==> src/design/pgm_pkg.sv <==
// Shared constants and types of the power-good monitor
package pgm_pkg;

  // Bus geometry
  localparam int unsigned PGM_ADDR_W  = 10;
  localparam int unsigned PGM_DATA_W  = 32;
  localparam int unsigned PGM_NUM_SRC = 4;
  localparam int unsigned PGM_IRQ_W   = 3;

  // Register indices, byte address is four times the index
  localparam logic [7:0] PGM_IDX_SOURCE_CFG  = 8'h15;
  localparam logic [7:0] PGM_IDX_MODE_CFG    = 8'h16;
  localparam logic [7:0] PGM_IDX_FAULT_LATCH = 8'h17;
  localparam logic [7:0] PGM_IDX_IRQ_STATUS  = 8'h20;
  localparam logic [7:0] PGM_IDX_IRQ_ENABLE  = 8'h21;
  localparam logic [7:0] PGM_IDX_IRQ_CLEAR   = 8'h22;
  localparam logic [7:0] PGM_IDX_LIVE_STATUS = 8'h23;

  // Source configuration fields
  localparam int unsigned PGM_POL_BIT     = 7;
  localparam int unsigned PGM_OD_BIT      = 6;
  localparam int unsigned PGM_LIN_WIN_BIT = 5;
  localparam int unsigned PGM_SW_WIN_BIT  = 4;
  localparam int unsigned PGM_SEL_LSB     = 0;

  // Mode configuration fields
  localparam int unsigned PGM_TWARN_BIT   = 2;
  localparam int unsigned PGM_FGATE_BIT   = 1;
  localparam int unsigned PGM_OPMODE_BIT  = 0;

  // Interrupt status bits
  localparam int unsigned PGM_IRQ_DROP    = 0;
  localparam int unsigned PGM_IRQ_FAULT   = 1;
  localparam int unsigned PGM_IRQ_RISE    = 2;

  // Sources 3 and 2 are linear regulators, 1 and 0 switchers
  localparam logic [3:0] PGM_LINEAR_MASK = 4'hC;

  // Values after reset
  localparam logic [7:0] PGM_SOURCE_CFG_RST = 8'h00;
  localparam logic [7:0] PGM_MODE_CFG_RST   = 8'h00;
  localparam logic [3:0] PGM_FAULT_RST      = 4'h0;
  localparam logic [2:0] PGM_IRQ_EN_RST     = 3'h0;

  typedef enum logic [1:0] {
    PGM_APB_IDLE   = 2'b01,
    PGM_APB_ANSWER = 2'b10
  } pgm_apb_state_type;

endpackage : pgm_pkg

==> src/design/pgm_source_eval.sv <==
// Per-source voltage window evaluation of the power-good monitor
module pgm_source_eval
  import pgm_pkg::*;
#(
  parameter int unsigned NUM_SRC = PGM_NUM_SRC
) (
  // Comparator levels, one bit per regulator
  input  wire logic [NUM_SRC-1:0] uv_ok,
  input  wire logic [NUM_SRC-1:0] ov_ok,
  // Configuration
  input  wire logic [NUM_SRC-1:0] linear_mask,
  input  wire logic               linear_window_check,
  input  wire logic               switcher_window_check,
  input  wire logic [NUM_SRC-1:0] select,
  // Results
  output logic      [NUM_SRC-1:0] src_valid,
  output logic                    all_valid
);

  genvar i;
  generate
    for (i = 0; i < NUM_SRC; i++) begin : g_src
      logic window;
      assign window = linear_mask[i] ? linear_window_check : switcher_window_check;
      // Undervoltage always, overvoltage only in window mode
      assign src_valid[i] = uv_ok[i] & (ov_ok[i] | ~window);
    end
  endgenerate

  // Every selected source must be valid at once
  assign all_valid = &(src_valid | ~select);

endmodule : pgm_source_eval

==> src/design/pgm_irq.sv <==
// Sticky interrupt status with enable and write-one clear
module pgm_irq
  import pgm_pkg::*;
#(
  parameter int unsigned W = PGM_IRQ_W
) (
  // Clock and reset
  input  wire logic         pclk,
  input  wire logic         presetn,
  input  wire logic         ce,
  // Events and software access
  input  wire logic [W-1:0] event_set,
  input  wire logic         enable_wr,
  input  wire logic         clear_wr,
  input  wire logic [W-1:0] wdata,
  // State
  output logic      [W-1:0] status,
  output logic      [W-1:0] enable,
  output logic              irq
);

  typedef struct packed {
    logic [W-1:0] status;
    logic [W-1:0] enable;
    logic         irq;
  } pgm_irq_state_type;

  pgm_irq_state_type q;
  pgm_irq_state_type n;

  always_comb begin
    n = q;
    if (ce) begin
      // A new event wins over a clear in the same cycle
      n.status = (q.status & ~(clear_wr ? wdata : '0)) | event_set;
      if (enable_wr) begin
        n.enable = wdata;
      end
      n.irq = |(n.status & n.enable);
    end
  end

  always_ff @(posedge pclk or negedge presetn) begin
    if (!presetn) begin
      q <= '{status: '0, enable: W'(PGM_IRQ_EN_RST), irq: 1'b0};
    end else begin
      q <= n;
    end
  end

  assign status = q.status;
  assign enable = q.enable;
  assign irq    = q.irq;

endmodule : pgm_irq

==> src/design/pgm_top.sv <==
// Power-good monitor: source aggregation, fault latch, pin drive and APB registers

// Overview of operation
// - Pin is high when valid with polarity 0, low when valid with polarity 1.
// - Pin drive is push-pull with drive-type 0, open-drain with drive-type 1.
// - Linear sources check undervoltage only, or both limits when window bit set.
// - Switcher sources check undervoltage only, or both limits when window bit set.
// - Each regulator counts toward power-good only when its select bit is 1.
// - With thermal select set, an active thermal warning forces power-good inactive.
// - Fault-gating 0 follows live status; 1 follows the fault latch register.
// - Operating mode bit: 0 gated mode, 1 continuous mode.
// - A selected regulator that drops power-good sets its fault latch bit, except in gated mode while the regulators are stopped.
// - Writing one clears a fault latch bit, only while that regulator is valid.
// - A fault latch bit reads 0 unless its regulator dropped power-good since clear.
// - Power-good falling from active to inactive sets a sticky write-one-clear flag.
module pgm_top
  import pgm_pkg::*;
(
  // Clock, reset and clock enable
  input  wire logic                  pclk,
  input  wire logic                  presetn,
  input  wire logic                  ce,
  // APB slave
  input  wire logic                  psel,
  input  wire logic                  penable,
  input  wire logic                  pwrite,
  input  wire logic [PGM_ADDR_W-1:0] paddr,
  input  wire logic [PGM_DATA_W-1:0] pwdata,
  input  wire logic [3:0]            pstrb,
  output logic                       pready,
  output logic      [PGM_DATA_W-1:0] prdata,
  output logic                       pslverr,
  // Regulator monitors and thermal warning
  input  wire logic [3:0]            uv_ok,
  input  wire logic [3:0]            ov_ok,
  input  wire logic                  thermal_warn,
  input  wire logic                  regulators_active,
  // Power-good pin and interrupt
  output logic                       power_ok_out,
  output logic                       power_ok_out_en,
  output logic                       irq
);

  typedef struct packed {
    logic [7:0]        source_cfg;
    logic [7:0]        mode_cfg;
    logic [3:0]        fault;
    logic              active;
    logic              out_level;
    logic              out_en;
    logic              pready;
    logic              pslverr;
    logic [31:0]       prdata;
    pgm_apb_state_type apb_state;
  } pgm_top_state_type;

  localparam pgm_top_state_type RESET_STATE = '{
    source_cfg: PGM_SOURCE_CFG_RST,
    mode_cfg:   PGM_MODE_CFG_RST,
    fault:      PGM_FAULT_RST,
    active:     1'b0,
    out_level:  1'b0,
    out_en:     1'b1,
    pready:     1'b0,
    pslverr:    1'b0,
    prdata:     32'h0000_0000,
    apb_state:  PGM_APB_IDLE
  };

  pgm_top_state_type q;
  pgm_top_state_type n;

  logic [3:0]           select;
  logic [3:0]           src_valid;
  logic                 all_valid;
  logic [7:0]           idx;
  logic                 aligned;
  logic                 wr_fire;
  logic [3:0]           fault_clr;
  logic [3:0]           fault_events;
  logic                 gate_ok;
  logic                 twarn_block;
  logic                 fault_ok;
  logic                 pin_level;
  logic [PGM_IRQ_W-1:0] irq_events;
  logic [PGM_IRQ_W-1:0] irq_status;
  logic [PGM_IRQ_W-1:0] irq_enable;
  logic                 irq_en_wr;
  logic                 irq_clr_wr;

  assign select  = q.source_cfg[PGM_SEL_LSB +: 4];
  assign idx     = paddr[9:2];
  assign aligned = (paddr[1:0] == 2'h0);
  assign wr_fire = ce && psel && penable && q.pready && pwrite && pstrb[0] && aligned;

  pgm_source_eval #(
    .NUM_SRC (PGM_NUM_SRC)
  ) u_eval (
    .uv_ok                 (uv_ok),
    .ov_ok                 (ov_ok),
    .linear_mask           (PGM_LINEAR_MASK),
    .linear_window_check   (q.source_cfg[PGM_LIN_WIN_BIT]),
    .switcher_window_check (q.source_cfg[PGM_SW_WIN_BIT]),
    .select                (select),
    .src_valid             (src_valid),
    .all_valid             (all_valid)
  );

  // Gated mode evaluates only while the regulators run
  assign gate_ok     = q.mode_cfg[PGM_OPMODE_BIT] | regulators_active;
  assign twarn_block = q.mode_cfg[PGM_TWARN_BIT] & thermal_warn;
  // Selected failing sources become faults only while evaluation runs
  assign fault_events = select & ~src_valid & {4{gate_ok}};
  assign fault_ok     = ~|(q.fault | fault_events);
  // Clear honoured only for a valid source
  assign fault_clr = (wr_fire && idx == PGM_IDX_FAULT_LATCH) ? (pwdata[3:0] & src_valid)
                                                           : 4'h0;
  assign irq_en_wr  = wr_fire && (idx == PGM_IDX_IRQ_ENABLE);
  assign irq_clr_wr = wr_fire && (idx == PGM_IDX_IRQ_CLEAR);

  always_comb begin
    n         = q;
    pin_level = 1'b0;
    irq_events = '0;
    if (ce) begin
      // Fault latch: set wins over clear
      n.fault = (q.fault & ~fault_clr) | fault_events;
      // Live or latched view, thermal and gating applied
      n.active = gate_ok && !twarn_block &&
                 (q.mode_cfg[PGM_FGATE_BIT] ? fault_ok : all_valid);
      pin_level = n.active ^ q.source_cfg[PGM_POL_BIT];
      if (q.source_cfg[PGM_OD_BIT]) begin
        n.out_level = 1'b0;
        n.out_en    = ~pin_level;
      end else begin
        n.out_level = pin_level;
        n.out_en    = 1'b1;
      end
      irq_events[PGM_IRQ_DROP]  = q.active & ~n.active;
      irq_events[PGM_IRQ_RISE]  = ~q.active & n.active;
      irq_events[PGM_IRQ_FAULT] = |(fault_events & ~q.fault);
      unique case (q.apb_state)
        PGM_APB_IDLE: begin
          n.pready  = 1'b0;
          n.pslverr = 1'b0;
          if (psel && !penable) begin
            n.pready    = 1'b1;
            n.apb_state = PGM_APB_ANSWER;
            n.prdata    = 32'h0000_0000;
            n.pslverr   = 1'b0;
            if (!aligned) begin
              n.pslverr = 1'b1;
            end else begin
              unique case (idx)
                PGM_IDX_SOURCE_CFG:  n.prdata[7:0] = q.source_cfg;
                PGM_IDX_MODE_CFG:    n.prdata[7:0] = q.mode_cfg;
                PGM_IDX_FAULT_LATCH: n.prdata[3:0] = q.fault;
                PGM_IDX_IRQ_STATUS:  n.prdata[PGM_IRQ_W-1:0] = irq_status;
                PGM_IDX_IRQ_ENABLE:  n.prdata[PGM_IRQ_W-1:0] = irq_enable;
                PGM_IDX_IRQ_CLEAR:   n.prdata = 32'h0000_0000;
                PGM_IDX_LIVE_STATUS: n.prdata[5:0] = {q.active, thermal_warn, src_valid};
                default:             n.pslverr = 1'b1;
              endcase
            end
          end
        end
        PGM_APB_ANSWER: begin
          if (psel && penable) begin
            n.pready    = 1'b0;
            n.pslverr   = 1'b0;
            n.apb_state = PGM_APB_IDLE;
            if (wr_fire && idx == PGM_IDX_SOURCE_CFG) begin
              n.source_cfg = pwdata[7:0];
            end
            if (wr_fire && idx == PGM_IDX_MODE_CFG) begin
              n.mode_cfg = pwdata[7:0];
            end
          end
        end
      endcase
    end
  end

  always_ff @(posedge pclk or negedge presetn) begin
    if (!presetn) begin
      q <= RESET_STATE;
    end else begin
      q <= n;
    end
  end

  pgm_irq #(
    .W (PGM_IRQ_W)
  ) u_irq (
    .pclk      (pclk),
    .presetn   (presetn),
    .ce        (ce),
    .event_set (irq_events),
    .enable_wr (irq_en_wr),
    .clear_wr  (irq_clr_wr),
    .wdata     (pwdata[PGM_IRQ_W-1:0]),
    .status    (irq_status),
    .enable    (irq_enable),
    .irq       (irq)
  );

  assign pready          = q.pready;
  assign prdata          = q.prdata;
  assign pslverr         = q.pslverr;
  assign power_ok_out    = q.out_level;
  assign power_ok_out_en = q.out_en;

  AST_PUSH_PULL_LEVEL: assert property (@(posedge pclk) disable iff (!presetn)
    (!q.source_cfg[PGM_OD_BIT] && $stable(q.source_cfg) && $past(ce))
      |-> power_ok_out_en && (power_ok_out == (q.active ^ q.source_cfg[PGM_POL_BIT])))
    else $error("Push-pull pin level does not match power-good and polarity");

  AST_OPEN_DRAIN: assert property (@(posedge pclk) disable iff (!presetn)
    (q.source_cfg[PGM_OD_BIT] && $stable(q.source_cfg) && $past(ce))
      |-> !power_ok_out && (power_ok_out_en == !(q.active ^ q.source_cfg[PGM_POL_BIT])))
    else $error("Open-drain pin drives high or releases at the wrong level");

  AST_LINEAR_WINDOW: assert property (@(posedge pclk) disable iff (!presetn)
    src_valid[3:2] == (uv_ok[3:2] & (ov_ok[3:2] | {2{!q.source_cfg[PGM_LIN_WIN_BIT]}})))
    else $error("Linear source validity ignores the window setting");

  AST_SWITCHER_WINDOW: assert property (@(posedge pclk) disable iff (!presetn)
    src_valid[1:0] == (uv_ok[1:0] & (ov_ok[1:0] | {2{!q.source_cfg[PGM_SW_WIN_BIT]}})))
    else $error("Switcher source validity ignores the window setting");

  AST_ALL_SELECTED_VALID: assert property (@(posedge pclk) disable iff (!presetn)
    (ce && gate_ok && !twarn_block && !q.mode_cfg[PGM_FGATE_BIT] &&
     ((select & ~src_valid) == 4'h0)) |=> q.active)
    else $error("Power-good stays inactive with every selected source valid");

  AST_ANY_SELECTED_FAILS: assert property (@(posedge pclk) disable iff (!presetn)
    (ce && ((select & ~src_valid) != 4'h0)) |=> !q.active)
    else $error("Power-good active while a selected source fails");

  AST_THERMAL_FORCE: assert property (@(posedge pclk) disable iff (!presetn)
    (ce && q.mode_cfg[PGM_TWARN_BIT] && thermal_warn) |=> !q.active)
    else $error("Thermal warning did not force power-good inactive");

  AST_FAULT_GATING: assert property (@(posedge pclk) disable iff (!presetn)
    (ce && q.mode_cfg[PGM_FGATE_BIT] && q.fault != 4'h0) |=> !q.active)
    else $error("Power-good active while a latched fault stands");

  AST_GATED_MODE: assert property (@(posedge pclk) disable iff (!presetn)
    (ce && !q.mode_cfg[PGM_OPMODE_BIT] && !regulators_active) |=> !q.active)
    else $error("Gated mode reported power-good with regulators stopped");

  AST_FAULT_SET: assert property (@(posedge pclk) disable iff (!presetn)
    (ce && fault_events != 4'h0) |=> ((q.fault & $past(fault_events)) == $past(fault_events)))
    else $error("Failing selected source did not set its fault latch");

  AST_CLEAR_NEEDS_VALID: assert property (@(posedge pclk) disable iff (!presetn)
    (ce && (q.fault & ~src_valid) != 4'h0)
      |=> ((q.fault & $past(q.fault & ~src_valid)) == $past(q.fault & ~src_valid)))
    else $error("Fault latch cleared while its source is invalid");

  AST_FAULT_QUIET: assert property (@(posedge pclk) disable iff (!presetn)
    (q.fault == 4'h0 && fault_events == 4'h0) |=> q.fault == 4'h0)
    else $error("Fault latch set without a failing selected source");

  AST_DROP_FLAG: assert property (@(posedge pclk) disable iff (!presetn)
    (ce && q.active && !n.active) |=> irq_status[PGM_IRQ_DROP] ##1 1'b1)
    else $error("Power-good drop did not set the drop flag");

endmodule : pgm_top

==> config.mk <==
export PLATFORM = sky130hd
export DESIGN_NAME = pgm_top
export DESIGN_NICKNAME = d
export VERILOG_FILES = /design/src/design/pgm_pkg.sv /design/src/design/pgm_source_eval.sv /design/src/design/pgm_irq.sv /design/src/design/pgm_top.sv
export SDC_FILE = /design/constraint.sdc
export NUM_CORES = 1
export LEC_CHECK = 0
export BUFFER_PORTS_ARGS = -buffer_cell sky130_fd_sc_hd__buf_2
export CAP_MARGIN = 10
export CORE_UTILIZATION = 30
export CTS_BUF_LIST = sky130_fd_sc_hd__clkbuf_8
export CTS_CLUSTER_DIAMETER = 50
export DETAILED_ROUTE_END_ITERATION = 6
export PLACE_DENSITY = 0.63
export SYNTH_ARGS = -nofsm -noshare
export SYNTH_HDL_FRONTEND = slang
export SYNTH_SLANG_ARGS = --single-unit
export TNS_END_PERCENT = 100
==> constraint.sdc <==
create_clock -name pclk -period 2 [get_ports pclk]
set_clock_uncertainty 0.15 [all_clocks]
set_input_delay 0.2 -clock pclk [delete_from_list [all_inputs] [get_ports pclk]]
set_output_delay 0.2 -clock pclk [all_outputs]
set_load 0.05 [all_outputs]
==> impl_metrics.py, run 1 <==
metrics = {
    "status": {
        "status": "complete, but fails checks",
        "violations": "setup timing",
    },
    "power_and_ir_drop": {
        "peakVddDrop_mv": 0.3405,
        "leakagePower_nw": 1.619,
        "p_seq_share_pct": 42.4,
        "powerDensity_nw_per_um2": 634.5,
        "internal-power_mw": 1.539,
        "p_comb_share_pct": 18.6,
        "switchingPower_mw": 0.6031,
        "fin_total_pwr_mw": 2.142,
        "clkPwrFrac_pct": 39.0,
        "p_sw_share_pct": 28.16,
    },
    "clock_network": {
        "cts_buffer_depth": 2,
        "path_clk_slew_ns": 0.09,
        "cts_buffers": 5,
        "cts_root_buffer": "clkbuf_8",
        "clock_sinks": 42,
        "tritoncts": "done",
        "h-tree-depth": 2,
        "clock_latency_ns": 0.30,
    },
    "synthesis": {
        "synth_seq_cells": 42,
        "yosys_warnings": 0,
        "synth_area_leaders": "dfrtp_1 38%, buf_4 9.2%, mux2_4 8.1%",
        "synth-edff-count": 0,
        "synthArstFlopShare_pct": 100.0,
        "netlist-cell-type-count": 47,
        "synth_xor_area_share_pct": 0.3361,
        "yosysTopAreaCellShare_pct": 38.41,
        "synthCells": 260,
        "synth_top_area_cell": "dfrtp_1",
        "syn_area_sq_um": 2606,
        "synth-seq-area-share_pct": 40.42,
        "synthTopCellsByCount": "40 x dfrtp_1, 32 x buf_4, 24 x o21ai_0",
        "synth.most_common_cell": "dfrtp_1",
        "ys.flop_type": "dfrtp_1",
        "yosys.area_share.adder_pct": 0,
        "synth_compound_area_share_pct": 18.05,
        "synthMuxAreaShare_pct": 11.91,
        "synth_top_family_by_area": "compound AO/OA/AOI/OAI gates",
        "synth-simple-area-share_pct": 16.75,
        "syn_avg_cell_area_sq_um": 10.02,
    },
    "global_routing": {
        "globalRouteMet3Util_pct": 4.466,
        "grt_use_met2_pct": 24.58,
        "busiest_layer": "met2",
        "grt_start_max_net_pins": 30,
        "grtUsageMet1_pct": 21.17,
        "first_global_vias": 2094,
        "grt-ovfl-total": 0,
        "grt_first_pass_wirelength_microns": 10740,
        "grt.total_usage_pct": 15.98,
        "antenna_found_initial": 0,
    },
    "setup_path": {
        "r2r_end": "u_irq.irq$_DFFE_PN0P_",
        "rrSetupSlack_ns": -0.15,
        "worstRegToRegCells": 8,
        "crit_chain": "buf_4 -> nand2b_4 -> a21boi_2 -> or4_4 -> buf_6 -> or3_4 -> a21oi_2 -> a2111o_1",
        "crit_end": "u_irq.irq$_DFFE_PN0P_",
        "cp.arrival_ns": 2.24,
        "crit_type": "reg -> reg",
        "crit_start": "q[55]$_DFFE_PN0P_",
        "required_ns": 2.09,
        "critical-path-slowest-cell": "or4_4",
        "end_kind": "register",
        "max_stage_delay_ns": 0.55,
        "cp_max_fo": 2,
        "rr_startpoint": "q[55]$_DFFE_PN0P_",
        "cp-start-kind": "register",
    },
    "timing": {
        "finalHoldViolations": 0,
        "rsz0062_at_grt": "yes",
        "fin_crit_sh_pct": 107.3,
        "final.min_clock_period_ns": 2.145,
        "setup_tns_ns": -0.2141,
        "slew_headroom_pct": 54.23,
        "max_freq_ghz": 0.4662,
        "setup_viol": 3,
        "worst_pin_slew_ns": 0.6866,
        "worst_slack_ns": -0.1451,
        "slew_violations": 0,
    },
    "die": {
        "die_x_microns": 95.21,
        "die_area_sq_um": 9064,
        "row_count": 33,
        "die_y_microns": 95.21,
        "num_io_pins": 99,
        "core_sq_um": 8299,
        "start_util_pct": 31.40,
    },
    "route": {
        "ant_nets": 0,
        "drtPass1Iterations": 5,
        "wl_microns": 6891,
        "wl_per_cell_microns": 15.25,
        "initialDrtViolationCount": 154,
        "avgViaCountPerCell": 4.852,
        "via_count": 2193,
        "drcViolationCount": 0,
    },
    "cells_and_area": {
        "final_util_pct": 40.68,
        "drive_above_1_share_pct": 42.65,
        "instances_no_fill": 452,
        "nets": 408,
        "syn2layout_area_growth_pct": 29.52,
        "antenna_cells": 0,
    },
    "placed_design": {
        "gp_congestion": 0.8768,
        "dp_hpwl_microns": 5198,
        "io_buffers": 47,
        "dp_cells": 435,
    },
    "run": {
        "maxCapViolations": 0,
    },
    "min_path": {
        "hold_class": "in -> reg",
    },
}
==> layout by cell type, fill, tap and decap left out, types with 3 or more instances in the layout <==
cell type      instances
conb_1                24
nor2b_1                6
a22o_1                 6
buf_4                 42
nor3_1                 3
a32oi_1                5
a21oi_1               12
a22oi_1                5
nand3_1                4
o21ai_0               22
a41oi_1                3
or3_4                  3
a31oi_1                4
dlygate4sd3_1          5
mux2_2                 8
clkbuf_8               6
dfrtp_1               39
nand2_1               20
nor2_1                10
buf_2                 47
a21oi_2                3
inv_1                  5
nand2b_1               9
mux2_4                14
==> state kept, by name, indices dropped and copies added, names as in the netlist <==
| signal | flops |
|---|---|
| q | 23 |
| prdata | 8 |
| u_irq.enable | 3 |
| u_irq.status | 3 |
| power_ok_out | 1 |
| power_ok_out_en | 1 |
| pready | 1 |
| pslverr | 1 |
| u_irq.irq | 1 |
==> cell type report <==
| cell class | instances | area [sq um] |
|---|---|---|
| clock buffer | 6 | 82.58 |
| clock inverter | 2 | 60.06 |
| fill | 818 | 4923 |
| inverter | 5 | 18.77 |
| multi-input combinational | 196 | 1405 |
| sequential | 42 | 1055 |
| tap | 105 | 131.4 |
| timing repair buffer | 96 | 623.1 |
==> cells by family after synthesis <==
kind of cell,count (synthesis)
other,1
multiplexers,23
flip-flops,42
XOR/XNOR,1
AO/OA/AOI/OAI,73
buffers and inverters,46
AND/OR/NAND/NOR,74
==> repair_timing <==
item	4_1_cts	5_1_grt
setup endpoints to repair	19	16
gates cloned	1	0
hold buffers	5	0
setup buffers	3	0
resized for setup	14	11
pin swaps	9	7
endpoints found under the hold margin	32	0
==> power by group through the flow <==
stage	clock, mW	combinational, mW	sequential, mW
after floorplan	0	0.248	0.959
after global placement	0	0.377	0.923
after detailed placement	0	0.383	0.924
after CTS	0.856	0.396	0.907
after global routing	0.882	0.430	0.913
final	0.836	0.399	0.907
==> worst min-delay path by stage <==
stage | slack, ns | depth (start not counted) | to | startpoint
after floorplan | -0.25 | 0 | power_ok_out$_DFFE_PN0P_ | presetn
after global placement | 0.12 | 1 | q[48]$_DFFE_PN0P_ | presetn
after detailed placement | 0.12 | 1 | prdata[5]$_DFFE_PN0P_ | presetn
after CTS | 0.002 | 2 | q[42]$_DFFE_PN0P_ | pwdata[3]
after global routing | 0.003 | 2 | q[56]$_DFFE_PN0P_ | pwdata[5]
final | 0.007 | 2 | q[56]$_DFFE_PN0P_ | pwdata[5]
==> metrics by stage <==
step | hold WS (ns) | worst slack (ns) | area [sq um]
CTS | 0.002112 | -0.1307 | 3324
global placement | 0.1186 | -0.2872 | 3065
global route | 0.002581 | -0.2033 | 3376
detailed placement | 0.1245 | -0.3394 | 3065
floorplan | -0.2456 | -0.2602 | 2695
finish | 0.007207 | -0.1451 | 3376
==> routing by layer <==
layer  wire [microns]  share of wire (%)
met3              435                6.3
met5                0                  0
met4              171                2.5
met2             3160                 46
met1             3123                 45
==> worst max-delay path: cells and delay by family, from the launching register on <==
family / cells / cell delay, ns
AO/OA/AOI/OAI: 3 / 0.31
buffers and inverters: 2 / 0.29
flip-flops: 1 / 0.38
AND/OR/NAND/NOR: 3 / 0.95
No activity file was read; power rests on OpenSTA's default activity.
==> run 2: changes to the inputs <==
Settings changed: SETUP_SLACK_MARGIN set to 0.15.
==> impl_metrics.py, run 2 (synthesis results as in run 1) <==
metrics = {
    "cells_and_area": {
        "top_register": "q",
        "largest_reg_flops": 23,
        "fin_area_sq_um": 3357,
        "syn2layout_area_growth_pct": 28.80,
        "layout_common_cells": "46 x buf_2, 39 x buf_4, 39 x dfrtp_1, 24 x conb_1",
        "fillers": 817,
        "drive_above_1_share_pct": 43.06,
        "layout_commonest_cell": "buf_2",
        "final_util_pct": 40.45,
        "nets": 407,
        "antenna_cells": 0,
    },
    "placed_design": {
        "io_buffers": 47,
        "place_area_sq_um": 3064,
        "pre_cts_slack_ns": -0.3150,
        "dp_hpwl_microns": 5218,
        "gp_congestion": 0.8343,
    },
    "setup_path": {
        "cp-start-kind": "register",
        "crit_buf_inv": 1,
        "crit_chain": "nand2b_1 -> a21boi_0 -> or4_4 -> buf_4 -> or3_4 -> a21oi_2 -> a2111o_1",
        "crit_type": "reg -> reg",
        "max_stage_delay_ns": 0.52,
        "rrSetupSlack_ns": -0.12,
        "required_ns": 2.09,
        "critical-path-slowest-cell": "or4_4",
        "cp.arrival_ns": 2.21,
        "cp_max_fo": 3,
        "end_kind": "register",
        "critical_path.top_delay_family": "simple AND/OR/NAND/NOR gates",
    },
    "route": {
        "wl_per_cell_microns": 15.19,
        "wl_microns": 6849,
        "ant_nets": 0,
        "via_count": 2207,
        "drcViolationCount": 0,
        "drtPass1Iterations": 4,
        "initialDrtViolationCount": 182,
        "avgViaCountPerCell": 4.894,
    },
    "clock_network": {
        "cts_buffers": 5,
        "path_clk_slew_ns": 0.08,
        "clock_sinks": 42,
        "cts_buffer_depth": 2,
        "h-tree-depth": 2,
        "tritoncts": "done",
        "clock_latency_ns": 0.30,
        "cts_root_buffer": "clkbuf_8",
    },
    "timing": {
        "worst_slack_ns": -0.1221,
        "slew_violations": 0,
        "finalHoldViolations": 0,
        "timing.hold.ws_ns": 0.004446,
        "max_freq_ghz": 0.4712,
        "final.min_clock_period_ns": 2.122,
        "rsz0062_at_grt": "yes",
        "setup_viol": 3,
        "fin_crit_sh_pct": 106.1,
    },
    "die": {
        "die_y_microns": 95.21,
        "core_sq_um": 8299,
        "die_x_microns": 95.21,
        "row_count": 33,
        "start_util_pct": 31.40,
        "num_io_pins": 99,
        "die_area_sq_um": 9064,
    },
    "status": {
        "status": "complete, but fails checks",
        "violations": "setup timing",
    },
    "power_and_ir_drop": {
        "peakVddDrop_mv": 0.2591,
        "leakagePower_nw": 1.617,
        "powerDensity_nw_per_um2": 565.9,
    },
    "run": {
        "maxCapViolations": 0,
    },
    "global_routing": {
        "grt_start_max_net_pins": 43,
        "first_global_vias": 2169,
        "grt-ovfl-total": 0,
        "antenna_found_initial": 0,
        "grt.total_usage_pct": 16.05,
        "grt_first_pass_wirelength_microns": 10870,
    },
    "min_path": {
        "hold_class": "in -> reg",
    },
}
==> run 2: power breakdown <==
part | internal [mW] | switching, mW
logic | 0.121 | 0.281
registers | 0.885 | 0.0252
clock network | 0.278 | 0.310
total | 1.28 | 0.616
==> run 2: worst register-to-register path: stages, from the launching register on <==
cell	delay, ns
dfrtp_1	0.41
nand2b_1	0.10
a21boi_0	0.14
or4_4	0.52
buf_4	0.16
or3_4	0.34
a21oi_2	0.14
a2111o_1	0.11
==> run 2: worst paths after layout <==
| kind | cells past startpoint | from | endpoint |
|---|---|---|---|
| min in group asynchronous | 3 | presetn | power_ok_out$_DFFE_PN0P_ |
| hold reg to reg | 2 | prdata[3]$_DFFE_PN0P_ | prdata[3]$_DFFE_PN0P_ |
| hold / removal | 2 | pwdata[3] | q[42]$_DFFE_PN0P_ |
| max in group asynchronous | 3 | presetn | q[0]$_DFFE_PN1P_ |
| setup reg to reg | 7 | q[56]$_DFFE_PN0P_ | u_irq.irq$_DFFE_PN0P_ |
| setup / recovery | 7 | q[56]$_DFFE_PN0P_ | u_irq.irq$_DFFE_PN0P_ |
==> run 2: through the flow <==
step | setup TNS [ns] | power (mW) | instances
3_3_place_gp | -2.843 | 1.299 | 431
3_5_place_dp | -3.225 | 1.306 | 431
2_1_floorplan | -2.454 | 1.209 | 283
5_1_grt | -0.4471 | 1.980 | 451
6_report | -0.2215 | 1.900 | 451
4_1_cts | -0.1537 | 1.910 | 451
==> run 2: area by class of cell <==
class                      instances  area [sq um]  share of cell area, %
clock inverter                     2         12.51                 0.3727
tap                              105         131.4                  3.914
clock buffer                       6         82.58                  2.460
multi-input combinational        196          1418                  42.23
timing repair buffer              95         639.4                  19.05
inverter                           5         18.77                 0.5591
sequential                        42          1055                  31.42
==> run 2: what timing repair did <==
item,in CTS,in global routing
cloned,1,0
setup buffers,7,0
setup endpoints to repair,19,25
resized for setup,17,9
endpoints found under the hold margin,46,0
hold buffers,4,0
pin swaps,9,2
==> run 2: routing by layer <==
layer  vias up  routed length (microns)  part of all wire [%]  GRT usage (%)
met2        82                     3249                    47          26.31
met1      1066                     3082                    45          21.05
li1       1051                        -                     -              -
met3         8                      450                   6.6          3.828
met4         0                       65                  0.95          4.293
met5         -                        0                     0              0
==> run 3: changes to the inputs <==
Settings changed: PLACE_DENSITY 0.63 to 0.61.
Clock period 2 ns to 2.4 ns, I/O delays scaled along.
==> impl_metrics.py, run 3 (synthesis results as in run 1) <==
metrics = {
    "status": {
        "status": "finished clean",
    },
    "timing": {
        "rsz0062_at_grt": "no",
        "final.min_clock_period_ns": 2.183,
        "setup_viol": 0,
        "fin_crit_sh_pct": 90.96,
        "slew_violations": 0,
        "finalHoldViolations": 0,
        "max_freq_ghz": 0.4581,
        "worst_pin_slew_ns": 0.6316,
        "setup_tns_ns": 0,
        "slew_headroom_pct": 57.89,
    },
    "placed_design": {
        "place_area_sq_um": 2864,
        "io_buffers": 47,
        "dp_hpwl_microns": 4827,
        "gp_congestion": 0.9051,
    },
    "cells_and_area": {
        "final_util_pct": 36.18,
        "multi_input_area_sq_um": 1341,
        "antenna_cells": 0,
        "syn2layout_area_growth_pct": 15.22,
        "largest_reg_flops": 23,
        "nets": 373,
        "drive_above_1_share_pct": 33.65,
        "fin_area_sq_um": 3003,
        "top_register": "q",
        "seqCellArea_sq_um": 1055,
        "layout_common_cells": "47 x buf_2, 39 x dfrtp_1, 24 x conb_1, 22 x o21ai_0, 20 x nand2_1",
        "fillers": 832,
        "layout_commonest_cell": "buf_2",
    },
    "global_routing": {
        "grtUsageMet1_pct": 19.61,
        "first_global_vias": 2005,
        "grt.total_usage_pct": 14.80,
        "grt_first_pass_wirelength_microns": 10140,
        "globalRouteMet3Util_pct": 3.828,
        "grt_use_met2_pct": 23.45,
        "grt_start_max_net_pins": 29,
        "antenna_found_initial": 0,
        "busiest_layer": "met2",
        "grt-ovfl-total": 0,
    },
    "clock_network": {
        "clock_sinks": 42,
        "cts_buffer_depth": 2,
        "cts_buffers": 5,
        "cts_root_buffer": "clkbuf_8",
        "tritoncts": "done",
        "path_clk_slew_ns": 0.08,
        "clock_latency_ns": 0.30,
        "h-tree-depth": 2,
    },
    "setup_path": {
        "cp.arrival_ns": 2.21,
        "cp_max_fo": 4,
        "rrSetupSlack_ns": 0.22,
        "max_stage_delay_ns": 0.59,
        "cp-start-kind": "register",
        "crit_chain": "nand2b_1 -> a21boi_1 -> or4_4 -> o21ai_4 -> o21ai_1 -> a2111o_1",
        "end_kind": "register",
        "crit_type": "reg -> reg",
        "required_ns": 2.43,
        "critical-path-slowest-cell": "or4_4",
    },
    "min_path": {
        "hold_class": "in -> reg",
    },
    "power_and_ir_drop": {
        "peakVddDrop_mv": 0.1875,
        "fin_total_pwr_mw": 1.597,
        "leakagePower_nw": 1.455,
        "powerDensity_nw_per_um2": 531.9,
    },
    "die": {
        "row_count": 33,
        "start_util_pct": 31.40,
        "die_x_microns": 95.21,
        "core_sq_um": 8299,
        "num_io_pins": 99,
        "die_area_sq_um": 9064,
        "die_y_microns": 95.21,
    },
    "route": {
        "wl_per_cell_microns": 14.93,
        "via_count": 2024,
        "initialDrtViolationCount": 122,
        "drcViolationCount": 0,
        "ant_nets": 0,
        "wl_microns": 6225,
        "avgViaCountPerCell": 4.854,
        "drtPass1Iterations": 4,
    },
    "run": {
        "maxCapViolations": 0,
    },
}
-- run 3: final cells by class --
type	count	share of cell area, %
clock buffer	5	2.292
sequential	42	35.12
multi-input combinational	195	44.67
clock inverter	3	1.250
tap	105	4.375
inverter	5	0.6250
timing repair buffer	62	11.67
-- run 3: layer usage --
metal | vias up | routed length [microns]
met5 | - | 0
met4 | 0 | 114
met2 | 70 | 2912
met3 | 8 | 407
li1 | 981 | -
met1 | 965 | 2791
-- run 3: where the power goes --
group,internal (mW),switching [mW]
combinational,0.0773,0.221
sequential,0.737,0.0198
clock,0.303,0.239
total,1.12,0.480
-- run 3: critical path: cells and delay by family (launching register included) --
family          cells  cell delay [ns]
flops               1             0.42
compound gates      4             0.76
simple gates        2             0.73
-- run 3: timing repair --
item | 4_1_cts | 5_1_grt
setup endpoints to repair | 1 | 2
buffers inserted | 0 | 1
pin swaps | 0 | 4
hold buffers | 1 | 0
hold endpoints to repair | 25 | 0
resized for setup | 2 | 4
-- run 3: per-stage QoR --
step	instances	hold WS (ns)	setup slack, ns
after floorplan	283	-0.2056	0.1304
after global placement	407	0.1479	0.04551
after detailed placement	407	0.1509	0.04250
after CTS	416	0.03107	0.1856
after global routing	417	0.03680	0.1419
final	417	0.03703	0.2170
-- run 3: path summary, 6_finish.rpt --
kind	startpoint	endpoint	depth (start not counted)
setup / recovery	q[56]$_DFFE_PN0P_	u_irq.irq$_DFFE_PN0P_	6
hold / removal	uv_ok[1]	q[40]$_DFFE_PN0P_	2
setup reg to reg	q[56]$_DFFE_PN0P_	u_irq.irq$_DFFE_PN0P_	6
hold reg to reg	prdata[6]$_DFFE_PN0P_	prdata[6]$_DFFE_PN0P_	2
max in group asynchronous	presetn	prdata[1]$_DFFE_PN0P_	3
min in group asynchronous	presetn	q[48]$_DFFE_PN0P_	2
